--- config.mk ---
export PLATFORM = sky130hd
export DESIGN_NAME = ppr_port_pins
export DESIGN_NICKNAME = d
export VERILOG_FILES = /design/src/hdl/ppr_port_pins.v /design/src/hdl/ppr_sync.v
export VERILOG_INCLUDE_DIRS = /design/src /design/src/hdl
export SDC_FILE = /design/constraint.sdc
export NUM_CORES = 1
export LEC_CHECK = 0
export ABC_AREA = 1
export BUFFER_PORTS_ARGS = -buffer_cell sky130_fd_sc_hd__buf_2
export CAP_MARGIN = 5
export CORE_MARGIN = 2
export CORE_UTILIZATION = 48
export CTS_BUF_LIST = sky130_fd_sc_hd__clkbuf_8
export DETAILED_ROUTE_END_ITERATION = 8
export GPL_TIMING_DRIVEN = 0
export MAX_ROUTING_LAYER = met4
export PLACE_DENSITY = 0.87
export SLEW_MARGIN = 5
export SYNTH_ARGS = -nofsm -noshare
export SYNTH_HDL_FRONTEND = slang
export SYNTH_SLANG_ARGS = --single-unit
--- constraint.sdc ---
create_clock -name sys_clk_in -period 1.8 [get_ports sys_clk_in]
set_clock_uncertainty 0.15 [all_clocks]
set_input_delay 0.36 -clock sys_clk_in [delete_from_list [all_inputs] [get_ports sys_clk_in]]
set_output_delay 0.36 -clock sys_clk_in [all_outputs]
set_load 0.02 [all_outputs]
--- src/hdl/ppr_consts.vh ---
`ifndef PPR_CONSTS_VH
`define PPR_CONSTS_VH
// ----------------------------------------------------------------
// Register byte offsets on the Avalon-MM slave.
// ----------------------------------------------------------------
`define PPR_OFF_DIR 4'h0
`define PPR_OFF_DRIVE 4'h4
`define PPR_OFF_SGPIO 4'h8
`define PPR_OFF_SDIR 4'hC
`define PPR_ADDR_W 4
// ----------------------------------------------------------------
// Field layouts and reset values.
// ----------------------------------------------------------------
`define PPR_DIR_MASK 8'h03
`define PPR_DRIVE_MASK 8'h06
`define PPR_SGPIO_MASK 8'h3F
`define PPR_RST_8 8'h00
`define PPR_NMI_PIN 1
`define PPR_UNMAPPED_DATA 32'h0000_0000
`endif

--- src/hdl/ppr_port_pins.v ---
// The implementer's own choices: the address map and register access over Avalon-MM.
`timescale 1ns/100ps
`include "ppr_consts.vh"
// Behaviour
// [RULE1] Port P direction bit 1 makes the pin an output, 0 an input.
// [RULE2] An enabled pulse channel forces its port P pin to output, bit unchanged, except pin 1 once the lock of RULE3 is set.
// [RULE3] First clearing of the nonmaskable mask forces port P pin 1 input forever.
// [RULE4] Drive reduce register: bits 2,1 writable, 7..3 read zero, reset zero, anytime.
// [RULE5] Serial pin 3: clock out, MOSI, second transmit, pulse five, trigger one, GPIO.
// [RULE6] Serial pin 2: timer clock, MISO, second receive, pulse four, trigger zero, GPIO.
// [RULE7] Serial pin 1: second transmit, phy data bit, first transmit, then GPIO.
// [RULE8] Serial pin 0 input goes to second receiver, else first receiver, else GPIO.
// [RULE9] Serial pins 5,4 are slave select and serial clock when claimed, else GPIO.
// [RULE10] After reset all serial pins are GPIO inputs with no function enabled.
module ppr_port_pins (
  // Clock and reset
  input wire sys_clk_in,
  input wire resetn_in,
  // Avalon-MM slave
  input wire [3:0] avs_address_in,
  input wire avs_read_in,
  input wire avs_write_in,
  input wire [31:0] avs_writedata_in,
  input wire [3:0] avs_byteenable_in,
  output reg [31:0] avs_readdata_out,
  output reg avs_waitrequest_out,
  // Processor mask state and pulse channel enables
  input wire nmi_mask_in,
  input wire [1:0] pwm_chan_en_in,
  // Port P pins
  input wire [1:0] port_p_pin_in,
  output reg [1:0] port_p_oe_out,
  output reg [1:0] port_p_drive_reduce_out,
  output reg [1:0] nonmaskable_irq_input_out,
  // Serial group peripheral enables
  input wire free_running_clock_out_en_in,
  input wire api_clk_en_in,
  input wire spi_en_in,
  input wire spi_master_in,
  input wire sci1_en_in,
  input wire sci0_en_in,
  input wire pulse_channel_five_en_in,
  input wire pulse_channel_four_en_in,
  input wire trig1_en_in,
  input wire trig0_en_in,
  input wire phy_en_in,
  // Serial group peripheral outputs
  input wire free_running_clock_out_in,
  input wire periodic_timer_clock_out_in,
  input wire spi_mosi_in,
  input wire spi_miso_in,
  input wire spi_ss_in,
  input wire spi_sck_in,
  input wire second_serial_transmit_in,
  input wire first_serial_transmit_in,
  input wire pulse_channel_five_in,
  input wire pulse_channel_four_in,
  input wire phy_register_data_bit_in,
  // Serial group pins
  input wire [5:0] serial_pin_in,
  output reg [5:0] serial_pin_out,
  output reg [5:0] serial_pin_oe_out,
  // Routed inputs to peripherals
  output reg second_serial_receive_out,
  output reg first_serial_receive_out,
  output reg converter_trigger_one_out,
  output reg converter_trigger_zero_out,
  output reg [5:0] spi_pin_rx_out,
  output reg [5:0] serial_group_gpio_in_out
);
  // ----------------------------------------------------------------
  // Registers and synchronisers.
  // ----------------------------------------------------------------
  reg [1:0] port_p_direction_bits_reg;
  reg [1:0] port_p_drive_reduce_reg;
  reg [5:0] serial_group_gpio_bits_reg;
  reg [5:0] serial_dir_reg;
  reg nmi_locked_reg;
  reg nmi_mask_seen_reg;
  reg ack_reg;
  wire [5:0] spin_s;
  wire [1:0] ppin_s;
  wire req = (avs_read_in | avs_write_in) & ~ack_reg;
  wire wr = avs_write_in & ~ack_reg & avs_byteenable_in[0];

  ppr_sync #(.W(8)) u_sync (
    .sys_clk_in(sys_clk_in),
    .resetn_in(resetn_in),
    .d_in({port_p_pin_in, serial_pin_in}),
    .q_out({ppin_s, spin_s})
  );

  // ----------------------------------------------------------------
  // Bus slave: one wait cycle, then the answer with waitrequest low.
  // ----------------------------------------------------------------
  always @(posedge sys_clk_in or negedge resetn_in) begin
    if (!resetn_in) begin
      ack_reg <= 1'b0;
      avs_waitrequest_out <= 1'b1;
      avs_readdata_out <= `PPR_UNMAPPED_DATA;
      port_p_direction_bits_reg <= 2'b00;
      port_p_drive_reduce_reg <= 2'b00; // [RULE4]
      serial_group_gpio_bits_reg <= 6'b00_0000;
      serial_dir_reg <= 6'b00_0000; // [RULE10]
    end else begin
      ack_reg <= req;
      avs_waitrequest_out <= ~req;
      if (wr) begin
        case (avs_address_in)
          `PPR_OFF_DIR: port_p_direction_bits_reg <= avs_writedata_in[1:0];
          `PPR_OFF_DRIVE: port_p_drive_reduce_reg <= avs_writedata_in[2:1]; // [RULE4]
          `PPR_OFF_SGPIO: serial_group_gpio_bits_reg <= avs_writedata_in[5:0];
          `PPR_OFF_SDIR: serial_dir_reg <= avs_writedata_in[5:0];
          default: begin
          end
        endcase
      end
      if (avs_read_in & ~ack_reg) begin
        case (avs_address_in)
          `PPR_OFF_DIR: avs_readdata_out <= {24'h00_0000, 6'b00_0000, port_p_direction_bits_reg};
          `PPR_OFF_DRIVE: avs_readdata_out <= {24'h00_0000, 5'b0_0000, port_p_drive_reduce_reg, 1'b0}; // [RULE4]
          `PPR_OFF_SGPIO: avs_readdata_out <= {24'h00_0000, 2'b00, spin_s};
          `PPR_OFF_SDIR: avs_readdata_out <= {24'h00_0000, 2'b00, serial_dir_reg};
          default: avs_readdata_out <= `PPR_UNMAPPED_DATA;
        endcase
      end
    end
  end

  // ----------------------------------------------------------------
  // Nonmaskable pin lock. The lock never releases short of reset, so a
  // later masking by software cannot turn the pin back into an output.
  // ----------------------------------------------------------------
  always @(posedge sys_clk_in or negedge resetn_in) begin
    if (!resetn_in) begin
      nmi_mask_seen_reg <= 1'b1;
      nmi_locked_reg <= 1'b0;
    end else begin
      nmi_mask_seen_reg <= nmi_mask_in;
      if (nmi_mask_seen_reg & ~nmi_mask_in) begin
        nmi_locked_reg <= 1'b1; // [RULE3]
      end
    end
  end

  // ----------------------------------------------------------------
  // Pin routing, registered onto the outputs.
  // ----------------------------------------------------------------
  reg [5:0] so_next;
  reg [5:0] soe_next;
  reg [1:0] poe_next;
  always @* begin
    poe_next = port_p_direction_bits_reg | pwm_chan_en_in; // [RULE1] [RULE2]
    if (nmi_locked_reg) begin
      poe_next[`PPR_NMI_PIN] = 1'b0; // [RULE3]
    end
    so_next = serial_group_gpio_bits_reg;
    soe_next = serial_dir_reg;
    // Pin 5 and 4.
    if (spi_en_in) begin
      so_next[5] = spi_ss_in; // [RULE9]
      soe_next[5] = spi_master_in;
      so_next[4] = spi_sck_in;
      soe_next[4] = spi_master_in;
    end
    // Pin 3.
    if (free_running_clock_out_en_in) begin
      so_next[3] = free_running_clock_out_in; // [RULE5]
      soe_next[3] = 1'b1;
    end else if (spi_en_in) begin
      so_next[3] = spi_mosi_in;
      soe_next[3] = spi_master_in;
    end else if (sci1_en_in) begin
      so_next[3] = second_serial_transmit_in;
      soe_next[3] = 1'b1;
    end else if (pulse_channel_five_en_in) begin
      so_next[3] = pulse_channel_five_in;
      soe_next[3] = 1'b1;
    end else if (trig1_en_in) begin
      soe_next[3] = 1'b0;
    end
    // Pin 2.
    if (api_clk_en_in) begin
      so_next[2] = periodic_timer_clock_out_in; // [RULE6]
      soe_next[2] = 1'b1;
    end else if (spi_en_in) begin
      so_next[2] = spi_miso_in;
      soe_next[2] = ~spi_master_in;
    end else if (sci1_en_in) begin
      soe_next[2] = 1'b0;
    end else if (pulse_channel_four_en_in) begin
      so_next[2] = pulse_channel_four_in;
      soe_next[2] = 1'b1;
    end else if (trig0_en_in) begin
      soe_next[2] = 1'b0;
    end
    // Pin 1 and 0.
    if (sci1_en_in) begin
      so_next[1] = second_serial_transmit_in; // [RULE7]
      soe_next[1] = 1'b1;
    end else if (phy_en_in) begin
      so_next[1] = phy_register_data_bit_in;
      soe_next[1] = 1'b1;
    end else if (sci0_en_in) begin
      so_next[1] = first_serial_transmit_in;
      soe_next[1] = 1'b1;
    end
    if (sci1_en_in | sci0_en_in) begin
      soe_next[0] = 1'b0; // [RULE8]
    end
  end

  always @(posedge sys_clk_in or negedge resetn_in) begin
    if (!resetn_in) begin
      port_p_oe_out <= 2'b00;
      port_p_drive_reduce_out <= 2'b00;
      nonmaskable_irq_input_out <= 2'b00;
      serial_pin_out <= 6'b00_0000;
      serial_pin_oe_out <= 6'b00_0000; // [RULE10]
      second_serial_receive_out <= 1'b1;
      first_serial_receive_out <= 1'b1;
      converter_trigger_one_out <= 1'b0;
      converter_trigger_zero_out <= 1'b0;
      spi_pin_rx_out <= 6'b00_0000;
      serial_group_gpio_in_out <= 6'b00_0000;
    end else begin
      port_p_oe_out <= poe_next;
      port_p_drive_reduce_out <= port_p_drive_reduce_reg;
      nonmaskable_irq_input_out <= ppin_s;
      serial_pin_out <= so_next;
      serial_pin_oe_out <= soe_next;
      // Receivers idle high when not routed, so no false start bit appears.
      second_serial_receive_out <= sci1_en_in ? spin_s[0] : 1'b1; // [RULE8]
      first_serial_receive_out <= (~sci1_en_in & sci0_en_in) ? spin_s[0] : 1'b1; // [RULE8]
      converter_trigger_one_out <= (trig1_en_in & ~free_running_clock_out_en_in & ~spi_en_in & ~sci1_en_in & ~pulse_channel_five_en_in)
        ? spin_s[3] : 1'b0; // [RULE5]
      converter_trigger_zero_out <= (trig0_en_in & ~api_clk_en_in & ~spi_en_in & ~sci1_en_in & ~pulse_channel_four_en_in)
        ? spin_s[2] : 1'b0; // [RULE6]
      spi_pin_rx_out <= spi_en_in ? spin_s : 6'b00_0000; // [RULE9]
      serial_group_gpio_in_out <= spin_s;
    end
  end
endmodule // ppr_port_pins

--- src/hdl/ppr_sync.v ---
`timescale 1ns/100ps
module ppr_sync #(
  parameter W = 1
) (
  // Clock and reset
  input wire sys_clk_in,
  input wire resetn_in,
  // Data
  input wire [W-1:0] d_in,
  output reg [W-1:0] q_out
);
  reg [W-1:0] meta_reg;
  // The first stage is read only by the second stage.
  always @(posedge sys_clk_in or negedge resetn_in) begin
    if (!resetn_in) begin
      meta_reg <= {W{1'b0}};
      q_out <= {W{1'b0}};
    end else begin
      meta_reg <= d_in;
      q_out <= meta_reg;
    end
  end
endmodule // ppr_sync

**Yosys cells after proc, flatten, opt, wreduce, memory -nomap -nowiden**

Index checks and enable logic that the tools add are counted.

- Eq/ne operators: 3
- Mux-type cells: 34
- Bitwise logic cells: 27
- Reduce and logical (&&, ||, !) cells: 5

Operator list:

| operator | count |
|---|---|
| $mux 1 | 30 |
| $pmux 6 s4 | 1 |
| $and 1x1->1 | 14 |
| $not 1->1 | 10 |
| $eq 4x4->1 const B | 2 |
| $reduce_and 2->1 | 4 |
| $mux 6 | 1 |
| $eq 4x3->1 const B | 1 |
| $logic_not 4->1 | 1 |
| $mux 2 | 2 |
| $or 1x1->1 | 2 |
| $or 2x2->2 | 1 |

- Bits in registers: 102
- Output and inout bits: 67
- Logic and storage cells: 91

**Depth between registers and ports, before layout**

Gate-level depths: netlist (run 1).

- Depth after elaboration: 6
- Gate-level depth with buffers: 7
- Depth with buffers taken out: 7

**Cells and area by module**

From an unflattened synthesis (run 1), not the netlist that was laid out.

- Cells, all modules: 285
- Area total of the unflattened synthesis: 2,969.1 µm²

By module, submodules not included:

| module | instances | cells an instance | area an instance (µm²) | sequential area each (µm²) |
|---|---|---|---|---|
| ppr_port_pins | 1 | 269 | 2,568.7 | 1,506.4 |
| ppr_sync | 1 | 16 | 400.4 | 400.4 |

**Worst setup path before layout (run 1)**

Ideal clock, no wire load.

- Path kind: in2reg
- Start point: input port avs_address_in[0]
- End point: register serial_group_gpio_bits_reg[2]
- Library setup time: 0.119 ns
- Arrival time: 0.999 ns
- Required time: 1.531 ns
- Slack: 0.532 ns
- Stages on the path: 7
- Path buffers: 1
- Cell sequence: inv_1 nand2_4 nor3_4 nand2_2 buf_6 nand2_1 o21ai_2

- Cells in the longest elaborated chain, start to end: 2

Ends and longest elaborated chain:

| what | line | RTL |
|---|---|---|
| from (decl) | ppr_port_pins.v:20 | `input wire [3:0] avs_address_in,` |
| $eq 4x4->1 | ppr_port_pins.v:109 | `case (avs_address_in)` |
| $reduce_and 2->1 (no source line) | -- |  |
| to (signal assigned) | ppr_port_pins.v:112 | `` `PPR_OFF_SGPIO: serial_group_gpio_bits_reg <= avs_writedata_in[5:0]; `` |
| to (decl) | ppr_port_pins.v:76 | `reg [5:0] serial_group_gpio_bits_reg;` |

Every way passes these cells.
A chain may end at the register's enable or synchronous reset.

**Final worst setup path (run 1)**

- Start point: register avs_waitrequest_out
- End point: output port avs_waitrequest_out

RTL lines:

| what | line | RTL |
|---|---|---|
| from (decl) | ppr_port_pins.v:26 | `output reg avs_waitrequest_out,` |
| from (signal assigned) | ppr_port_pins.v:107 | `avs_waitrequest_out <= ~req;` |

No word-level cell between the ends.

==> flow_metrics.env, run 1 <==
export IMPL_internal_power_uw=2850
export IMPL_hp_class="in2reg"
export IMPL_cp_arrival_ps=1010
export IMPL_finalCritPeriodShare_pct=84.3
export IMPL_max_cap_violations=0
export IMPL_swShare_pct=26.7
export IMPL_relSlewSlack_pct=65.9
export IMPL_power_density_nw_per_um2=985
export IMPL_p_clk_share_pct=35.6
export IMPL_grt_max_degree=53
export IMPL_boundaryPins=144
export IMPL_synth_top_cell_area_share_pct=60.7
export IMPL_cts_tree="yes"
export IMPL_clock_path_buffers=2
export IMPL_layout_drive_gt1_share_pct=36.7
export IMPL_ant_nets=0
export IMPL_dieArea_um2=6830
export IMPL_tightestPinTransition_ps=511
export IMPL_max_stage_delay_ps=520
export IMPL_syn_area_per_cell_um2=10.4
export IMPL_end_kind="output port"
export IMPL_p_total_uw=3890
export IMPL_die_height_um=82.7
export IMPL_die_w_um=82.7
export IMPL_insertion_delay_ps=340
export IMPL_diodes=0
export IMPL_grt_setup_unrepaired="no"
export IMPL_synth_seq_cells=76
export IMPL_root_buffer="clkbuf_8"
export IMPL_gp_congestion=0.815
export IMPL_drt_initial_drc_count=98
export IMPL_p_sw_uw=1040
export IMPL_cp_cell_sequence="buf_2"
export IMPL_synth_top_cell_by_area="dfrtp_1"
export IMPL_grt_pass1_wl_um=9760
export IMPL_cts_num_sinks=76
export IMPL_critical_path_max_fanout=1
export IMPL_synth_cell_type_count=27
export IMPL_final_nets=497
export IMPL_dr_pass1_iters=4
export IMPL_critPathRequiredTime_ps=1290
export IMPL_hold_slack_ps=51.6
export IMPL_slew_violations=0
export IMPL_port_buffers=88
export IMPL_drt_vias_per_instance=4.57
export IMPL_leakage_uw=0.00223
export IMPL_row_count=28
export IMPL_clock_fmax_ghz=0.659
export IMPL_layout_min_cycle_time_ps=1520
export IMPL_drt_wl_total_um=6460
export IMPL_antenna_found_initial=0
export IMPL_ys_flop_type="dfrtp_1"
export IMPL_finalHoldViolCount=0
export IMPL_core_um2=5960
export IMPL_instances_no_fill=500
export IMPL_start_util_pct=49.9
export IMPL_path_class="reg2out"
export IMPL_cts_htree_levels=3
export IMPL_syn_to_final_growth_pct=32.9
export IMPL_regArea_um2=1910
export IMPL_n_fill_cell=463
export IMPL_wl_per_cell_um=12.9
export IMPL_outcome="completed"
export IMPL_finalSetupViolCount=0
export IMPL_postSynthCellCount=285
export IMPL_pwr_share_seq_pct=49.8
export IMPL_yosysSeqAreaShare_pct=64.2
export IMPL_crit_family="flip-flops"
export IMPL_grt_use_total_pct=20.3
export IMPL_post_cts_setup_buffers=0
export IMPL_start_kind="flip-flop"
export IMPL_finish_utilization_pct=66.2
export IMPL_synth_edf_count=0
export IMPL_crit_buf_inv=1
export IMPL_cts_buffers=9
export IMPL_combPwrFrac_pct=14.6
export IMPL_grt_ovfl_total=0
export IMPL_dp_hpwl_um=4730
export IMPL_layout_commonest_cell="buf_2"
export IMPL_multi_input_area_um2=811
export IMPL_drc=0
export IMPL_clkSlewWorstSetupHoldPaths_ps=80
export IMPL_netlist_top_cells_area="dfrtp_1 (61%), nand2_1 (9.1%), buf_4 (6.6%)"
export IMPL_netlist_area_um2=2970
export IMPL_dp_cells=474
export IMPL_vias=2284
export IMPL_async_reset_ff_share_pct=100
export IMPL_grt_pass1_vias=2104
export IMPL_final_cell_mix="buf_2 (87), nand2_1 (72), dfrtp_1 (72)"
export IMPL_crit_slowest_cell="dfstp_2"
export IMPL_max_vdd_ir_drop_mv=0.678
export IMPL_ys_warn_count=0
layout make-up:
type	count	area share, %
tap	75	2.38
multi-input combinational	172	20.6
sequential	76	48.3
clock inverter	7	2.38
buffer	29	5.61
inverter	33	3.14
timing repair buffer	99	14.5
clock buffer	9	3.14
synthesized netlist by cell type (2+ instances only):
| library cell | n |
|---|---|
| nand4_1 | 2 |
| buf_6 | 2 |
| nand2_4 | 2 |
| nand3_1 | 16 |
| dfstp_2 | 4 |
| dfrtp_1 | 72 |
| a21oi_1 | 4 |
| o21ai_0 | 10 |
| buf_4 | 26 |
| nand2_2 | 2 |
| nor2_1 | 16 |
| inv_1 | 32 |
| o21ai_2 | 12 |
| nand2_1 | 72 |
cell families (layout without fill, tap and decap cells):
group                  after synthesis  in the layout  synth area share, %
buffers and inverters               62            177                 11.6
AND/OR/NAND/NOR                    116            116                 17.2
other                                1             26                0.126
flip-flops                          76             76                 64.2
AO/OA/AOI/OAI                       30             30                 6.83
stage by stage:
step	area, um2	worst slack, ps	setup TNS [ps]
floorplan	3060	532	0
global placement	3600	-146	-10300
detailed placement	3630	236	0
CTS	3950	262	0
global route	3950	248	0
finish	3950	283	0
worst paths after layout:
path	startpoint	end	slack, ps	cells past startpoint
max	avs_waitrequest_out	avs_waitrequest_out	280	1
min in group asynchronous	resetn_in	nonmaskable_irq_input_out[1]	320	2
min reg2reg	u_sync.q_out[6]	nonmaskable_irq_input_out[0]	200	0
min	pulse_channel_four_en_in	converter_trigger_zero_out	50	2
max reg2reg	ack_reg	serial_group_gpio_bits_reg[4]	380	7
max in group asynchronous	resetn_in	first_serial_receive_out	580	3
power groups by stage:
stage,logic (uW),clock network [uW],registers [uW]
final,567,1380,1940
after global routing,630,1470,1950
after CTS,570,1400,1940
after detailed placement,549,0,1970
after global placement,525,0,1960
after floorplan,261,0,2030
what timing repair did:
action	in CTS	in global routing
resized for setup	0	0
hold buffers	10	0
hold endpoints to repair	31	0
metal layers:
metal  routed length, um  vias to the layer above  global-route usage, %
met4                 142                        0                   7.87
met2                3100                      101                   32.1
met1                2690                     1058                   24.5
met5                   0                        -                      -
met3                 531                       15                   6.20
li1                    -                     1110                      -
No activity file was read; power rests on OpenSTA's default activity.
==> run 2, diff against run 1 <==
- CORE_UTILIZATION: 48 -> 47
- PLACE_DENSITY: 0.87 -> 0.85
- clock period: 1.8 -> 1.5 ns (I/O delays scaled with it)
==> flow_metrics.env, run 2 (same netlist as run 1, synthesis figures left out) <==
export IMPL_outcome="completed"
export IMPL_dr_max_layer_used="met4"
export IMPL_worstHoldStart="sci1_en_in"
export IMPL_critPathRequiredTime_ps=1050
export IMPL_gp_congestion=0.807
export IMPL_drt_vias_per_instance=4.44
export IMPL_cts_buffers=9
export IMPL_syn_to_final_growth_pct=32.7
export IMPL_ant_nets=0
export IMPL_dr_pass1_iters=4
export IMPL_p_sw_uw=1190
export IMPL_insertion_delay_ps=340
export IMPL_diodes=0
export IMPL_row_count=28
export IMPL_combPwrFrac_pct=15.8
export IMPL_layout_min_cycle_time_ps=1460
export IMPL_crit_family="flip-flops"
export IMPL_finalHoldViolCount=0
export IMPL_finalSetupViolCount=0
export IMPL_tns_ps=0
export IMPL_port_buffers=88
export IMPL_finalCritPeriodShare_pct=97.3
export IMPL_dpl_instance_area_um2=3630
export IMPL_clock_path_buffers=2
export IMPL_cp_arrival_ps=1010
export IMPL_end_kind="output port"
export IMPL_p_total_uw=4350
export IMPL_critical_path_max_fanout=1
export IMPL_antenna_found_initial=0
export IMPL_min_to="second_serial_receive_out"
export IMPL_max_stage_delay_ps=520
export IMPL_grt_setup_unrepaired="no"
export IMPL_tightestPinTransition_ps=535
export IMPL_place_ws_ps=5.04
export IMPL_boundaryPins=144
export IMPL_grt_ovfl_total=0
export IMPL_cp_cell_sequence="buf_2"
export IMPL_grt_pass1_vias=2269
export IMPL_relSlewSlack_pct=64.4
export IMPL_max_vdd_ir_drop_mv=0.656
export IMPL_layout_commonest_cell="buf_2"
export IMPL_layout_drive_gt1_share_pct=36.4
export IMPL_final_nets=501
export IMPL_fin_ws_ps=40.3
export IMPL_cts_num_sinks=76
export IMPL_rr_worst_depth=7
export IMPL_dr_wl_met3_um=336
export IMPL_wl_met2_um=3290
export IMPL_drc=0
export IMPL_start_kind="flip-flop"
export IMPL_final_area_um2=3940
export IMPL_vias=2232
export IMPL_power_density_nw_per_um2=1100
export IMPL_path_class="reg2out"
export IMPL_ff2ff_setup_slack_ps=60
export IMPL_swShare_pct=27.3
export IMPL_max_cap_violations=0
export IMPL_r2r_start="ack_reg"
export IMPL_drt_wl_total_um=6440
export IMPL_holdPathStages=2
export IMPL_core_um2=6030
export IMPL_met1_length_um=2680
export IMPL_dp_hpwl_um=4660
export IMPL_cts_htree_levels=3
export IMPL_root_buffer="clkbuf_8"
export IMPL_r2r_end="serial_group_gpio_bits_reg[3]"
export IMPL_pwr_share_seq_pct=53.5
export IMPL_wl_per_cell_um=12.8
export IMPL_grt_use_total_pct=20.1
export IMPL_final_cell_mix="buf_2 (87), nand2_1 (72), dfrtp_1 (72)"
export IMPL_dieArea_um2=6970
export IMPL_crit_buf_inv=1
export IMPL_crit_slowest_cell="dfstp_2"
export IMPL_start_util_pct=49.3
export IMPL_grt_max_degree=60
export IMPL_drt_initial_drc_count=88
export IMPL_p_clk_share_pct=30.7
export IMPL_die_w_um=83.5
export IMPL_leakage_uw=0.00223
export IMPL_finish_utilization_pct=65.4
export IMPL_grt_pass1_wl_um=10600
export IMPL_slew_violations=0
export IMPL_hp_class="in2reg"
export IMPL_internal_power_uw=3160
export IMPL_clkSlewWorstSetupHoldPaths_ps=70
export IMPL_clock_fmax_ghz=0.685
export IMPL_die_height_um=83.5
export IMPL_cts_tree="yes"
[run 2: changes by cell type in the layout (fill, tap and decap cells not counted)]
cell / delta
dlygate4sd3_1: +4
clkinv_4: -3
bufinv_16: -2
clkbuf_8: +2
clkinv_2: +2
nor2_1: -1
nor2_2: +1
[run 2: what timing repair did]
| item | in CTS | in global routing |
|---|---|---|
| hold endpoints to repair | 63 | 0 |
| hold buffers | 14 | 0 |
| resized for setup | 0 | 1 |
| endpoints found under the setup margin | 0 | 3 |
| setup buffers | 0 | 0 |
[run 2: cell type report]
type | instances | area (um2)
fillers | 470 | 2090
clock buffers | 11 | 151
multi-input cells | 172 | 813
clock inverters | 4 | 17.5
plain buffers | 29 | 221
repair buffers | 103 | 611
flip-flops and latches | 76 | 1910
inverters | 33 | 124
well taps | 75 | 93.8
[run 2: how the worst max path moves through the flow]
stage	from	slack, ps	cells past startpoint	end
finish	avs_waitrequest_out	40	1	avs_waitrequest_out
floorplan	ack_reg	280	7	serial_group_gpio_bits_reg[2]
global route	second_serial_receive_out	2	1	second_serial_receive_out
global placement	resetn_in	-390	1	port_p_drive_reduce_out[0]
detailed placement	avs_address_in[0]	5	8	serial_group_gpio_bits_reg[3]
CTS	second_serial_receive_out	20	1	second_serial_receive_out
[run 2: power by group through the flow]
stage	Combinational, uW	Clock (uW)	Sequential, uW
after floorplan	313	0	2430
after global placement	629	0	2350
after detailed placement	658	0	2360
after global routing	761	1450	2340
final	687	1340	2320
after CTS	689	1360	2320
[run 2: per-stage QoR]
step	std cells	hold WS (ps)
after global routing	503	9.15
after detailed placement	474	40.9
after CTS	503	0.690
final	503	17.9
after global placement	473	183
after floorplan	310	-146
[run 2: routing by layer]
layer	global-route usage (%)	up-vias
met4	9.09	0
met1	23.9	1021
met2	33.4	85
met3	3.76	14
li1	-	1112
met5	-	-
==> run 3, diff against run 2 <==
- CTS_CLUSTER_DIAMETER: not set -> 80
- PLACE_DENSITY: 0.85 -> 0.81
==> flow_metrics.env, run 3 (same netlist as run 1, synthesis figures left out) <==
export IMPL_outcome="completed"
export IMPL_final_area_um2=4040
export IMPL_clkSlewWorstSetupHoldPaths_ps=80
export IMPL_clock_path_buffers=2
export IMPL_root_buffer="clkbuf_8"
export IMPL_ant_nets=0
export IMPL_dieArea_um2=6970
export IMPL_vias=2238
export IMPL_start_kind="flip-flop"
export IMPL_relSlewSlack_pct=65.6
export IMPL_max_vdd_ir_drop_mv=0.772
export IMPL_boundaryPins=144
export IMPL_finish_utilization_pct=67.1
export IMPL_wl_per_cell_um=12.9
export IMPL_post_cts_setup_buffers=0
export IMPL_leakage_uw=0.00227
export IMPL_final_nets=503
export IMPL_layout_drive_gt1_share_pct=36.9
export IMPL_dr_pass1_iters=4
export IMPL_grt_setup_unrepaired="no"
export IMPL_grt_max_degree=60
export IMPL_crit_buf_inv=1
export IMPL_drc=0
export IMPL_power_density_nw_per_um2=1210
export IMPL_max_cap_violations=0
export IMPL_port_buffers=88
export IMPL_grt_ovfl_total=0
export IMPL_cts_tree="yes"
export IMPL_start_util_pct=49.3
export IMPL_crit_family="flip-flops"
export IMPL_cts_buffers=9
export IMPL_hp_class="in2reg"
export IMPL_die_height_um=83.5
export IMPL_syn_to_final_growth_pct=36.2
export IMPL_cts_num_sinks=76
export IMPL_layout_commonest_cell="buf_2"
export IMPL_cp_cell_sequence="buf_2"
export IMPL_slew_violations=0
export IMPL_layout_min_cycle_time_ps=1470
export IMPL_grt_use_total_pct=20.4
export IMPL_drt_initial_drc_count=86
export IMPL_finalHoldViolCount=0
export IMPL_cts_htree_levels=3
export IMPL_grt_pass1_wl_um=10700
export IMPL_crit_slowest_cell="dfstp_2"
export IMPL_row_count=28
export IMPL_tns_ps=0
export IMPL_core_um2=6030
export IMPL_clock_fmax_ghz=0.682
export IMPL_finalSetupViolCount=0
export IMPL_gp_congestion=0.798
export IMPL_dpl_instance_area_um2=3630
export IMPL_end_kind="output port"
export IMPL_grt_pass1_vias=2286
export IMPL_critPathRequiredTime_ps=1050
export IMPL_drt_wl_total_um=6530
export IMPL_final_cell_mix="buf_2 (85), nand2_1 (72), dfrtp_1 (72)"
export IMPL_die_w_um=83.5
export IMPL_path_class="reg2out"
export IMPL_critical_path_max_fanout=1
export IMPL_finalCritPeriodShare_pct=97.8
export IMPL_diodes=0
export IMPL_cp_arrival_ps=1020
export IMPL_insertion_delay_ps=350
export IMPL_dp_hpwl_um=4600
export IMPL_max_stage_delay_ps=520
export IMPL_antenna_found_initial=0
export IMPL_n_fill_cell=478
export IMPL_place_ws_ps=49.1
export IMPL_tightestPinTransition_ps=515
export IMPL_fin_ws_ps=33.6
export IMPL_drt_vias_per_instance=4.42
[run 3: worst paths after layout]
path	from	to	slack [ps]	depth (start not counted)
max	first_serial_receive_out	first_serial_receive_out	30	1
min	sci1_en_in	second_serial_receive_out	20	2
max reg2reg	ack_reg	serial_group_gpio_bits_reg[3]	200	7
min reg2reg	u_sync.q_out[6]	nonmaskable_irq_input_out[0]	200	0
max in group asynchronous	resetn_in	second_serial_receive_out	380	3
min in group asynchronous	resetn_in	u_sync.meta_reg[7]	230	2
[run 3: layer usage]
layer,track usage (%),wire length [um]
met1,23.9,2720
met2,34.1,3330
met3,4.95,378
met4,8.06,105
met5,-,0
[run 3: repair_timing]
action                                  in CTS  in global routing
endpoints found under the hold margin       66                  0
hold buffers                                16                  0
endpoints found under the setup margin       0                 18
gates resized for setup                      0                  5
[run 3: where the power goes]
part / switching [uW] / leakage (uW) / internal, uW
registers: 95.0 / 0.000936 / 2230
clock network: 717 / 0.000125 / 1140
logic: 422 / 0.00121 / 275
total: 1230 / 0.00227 / 3640
[run 3: through the flow]
stage / power, uW / hold slack (ps) / std cells
final: 4870 / 23.4 / 506
after global routing: 5080 / 12.4 / 506
after CTS: 4910 / 0.508 / 506
after detailed placement: 3010 / 41.4 / 474
after global placement: 2980 / 183 / 473
after floorplan: 2750 / -146 / 310
[run 3: final cells by class]
cell class              instances  area, um2  area share [%]
well taps                      75       93.8            2.32
flip-flops and latches         76       1910            47.2
inverters                      33        124            3.06
plain buffers                  29        221            5.48
repair buffers                105        636            15.7
clock buffers                  10        138            3.40
clock inverters                 6        105            2.60
multi-input cells             172        818            20.2
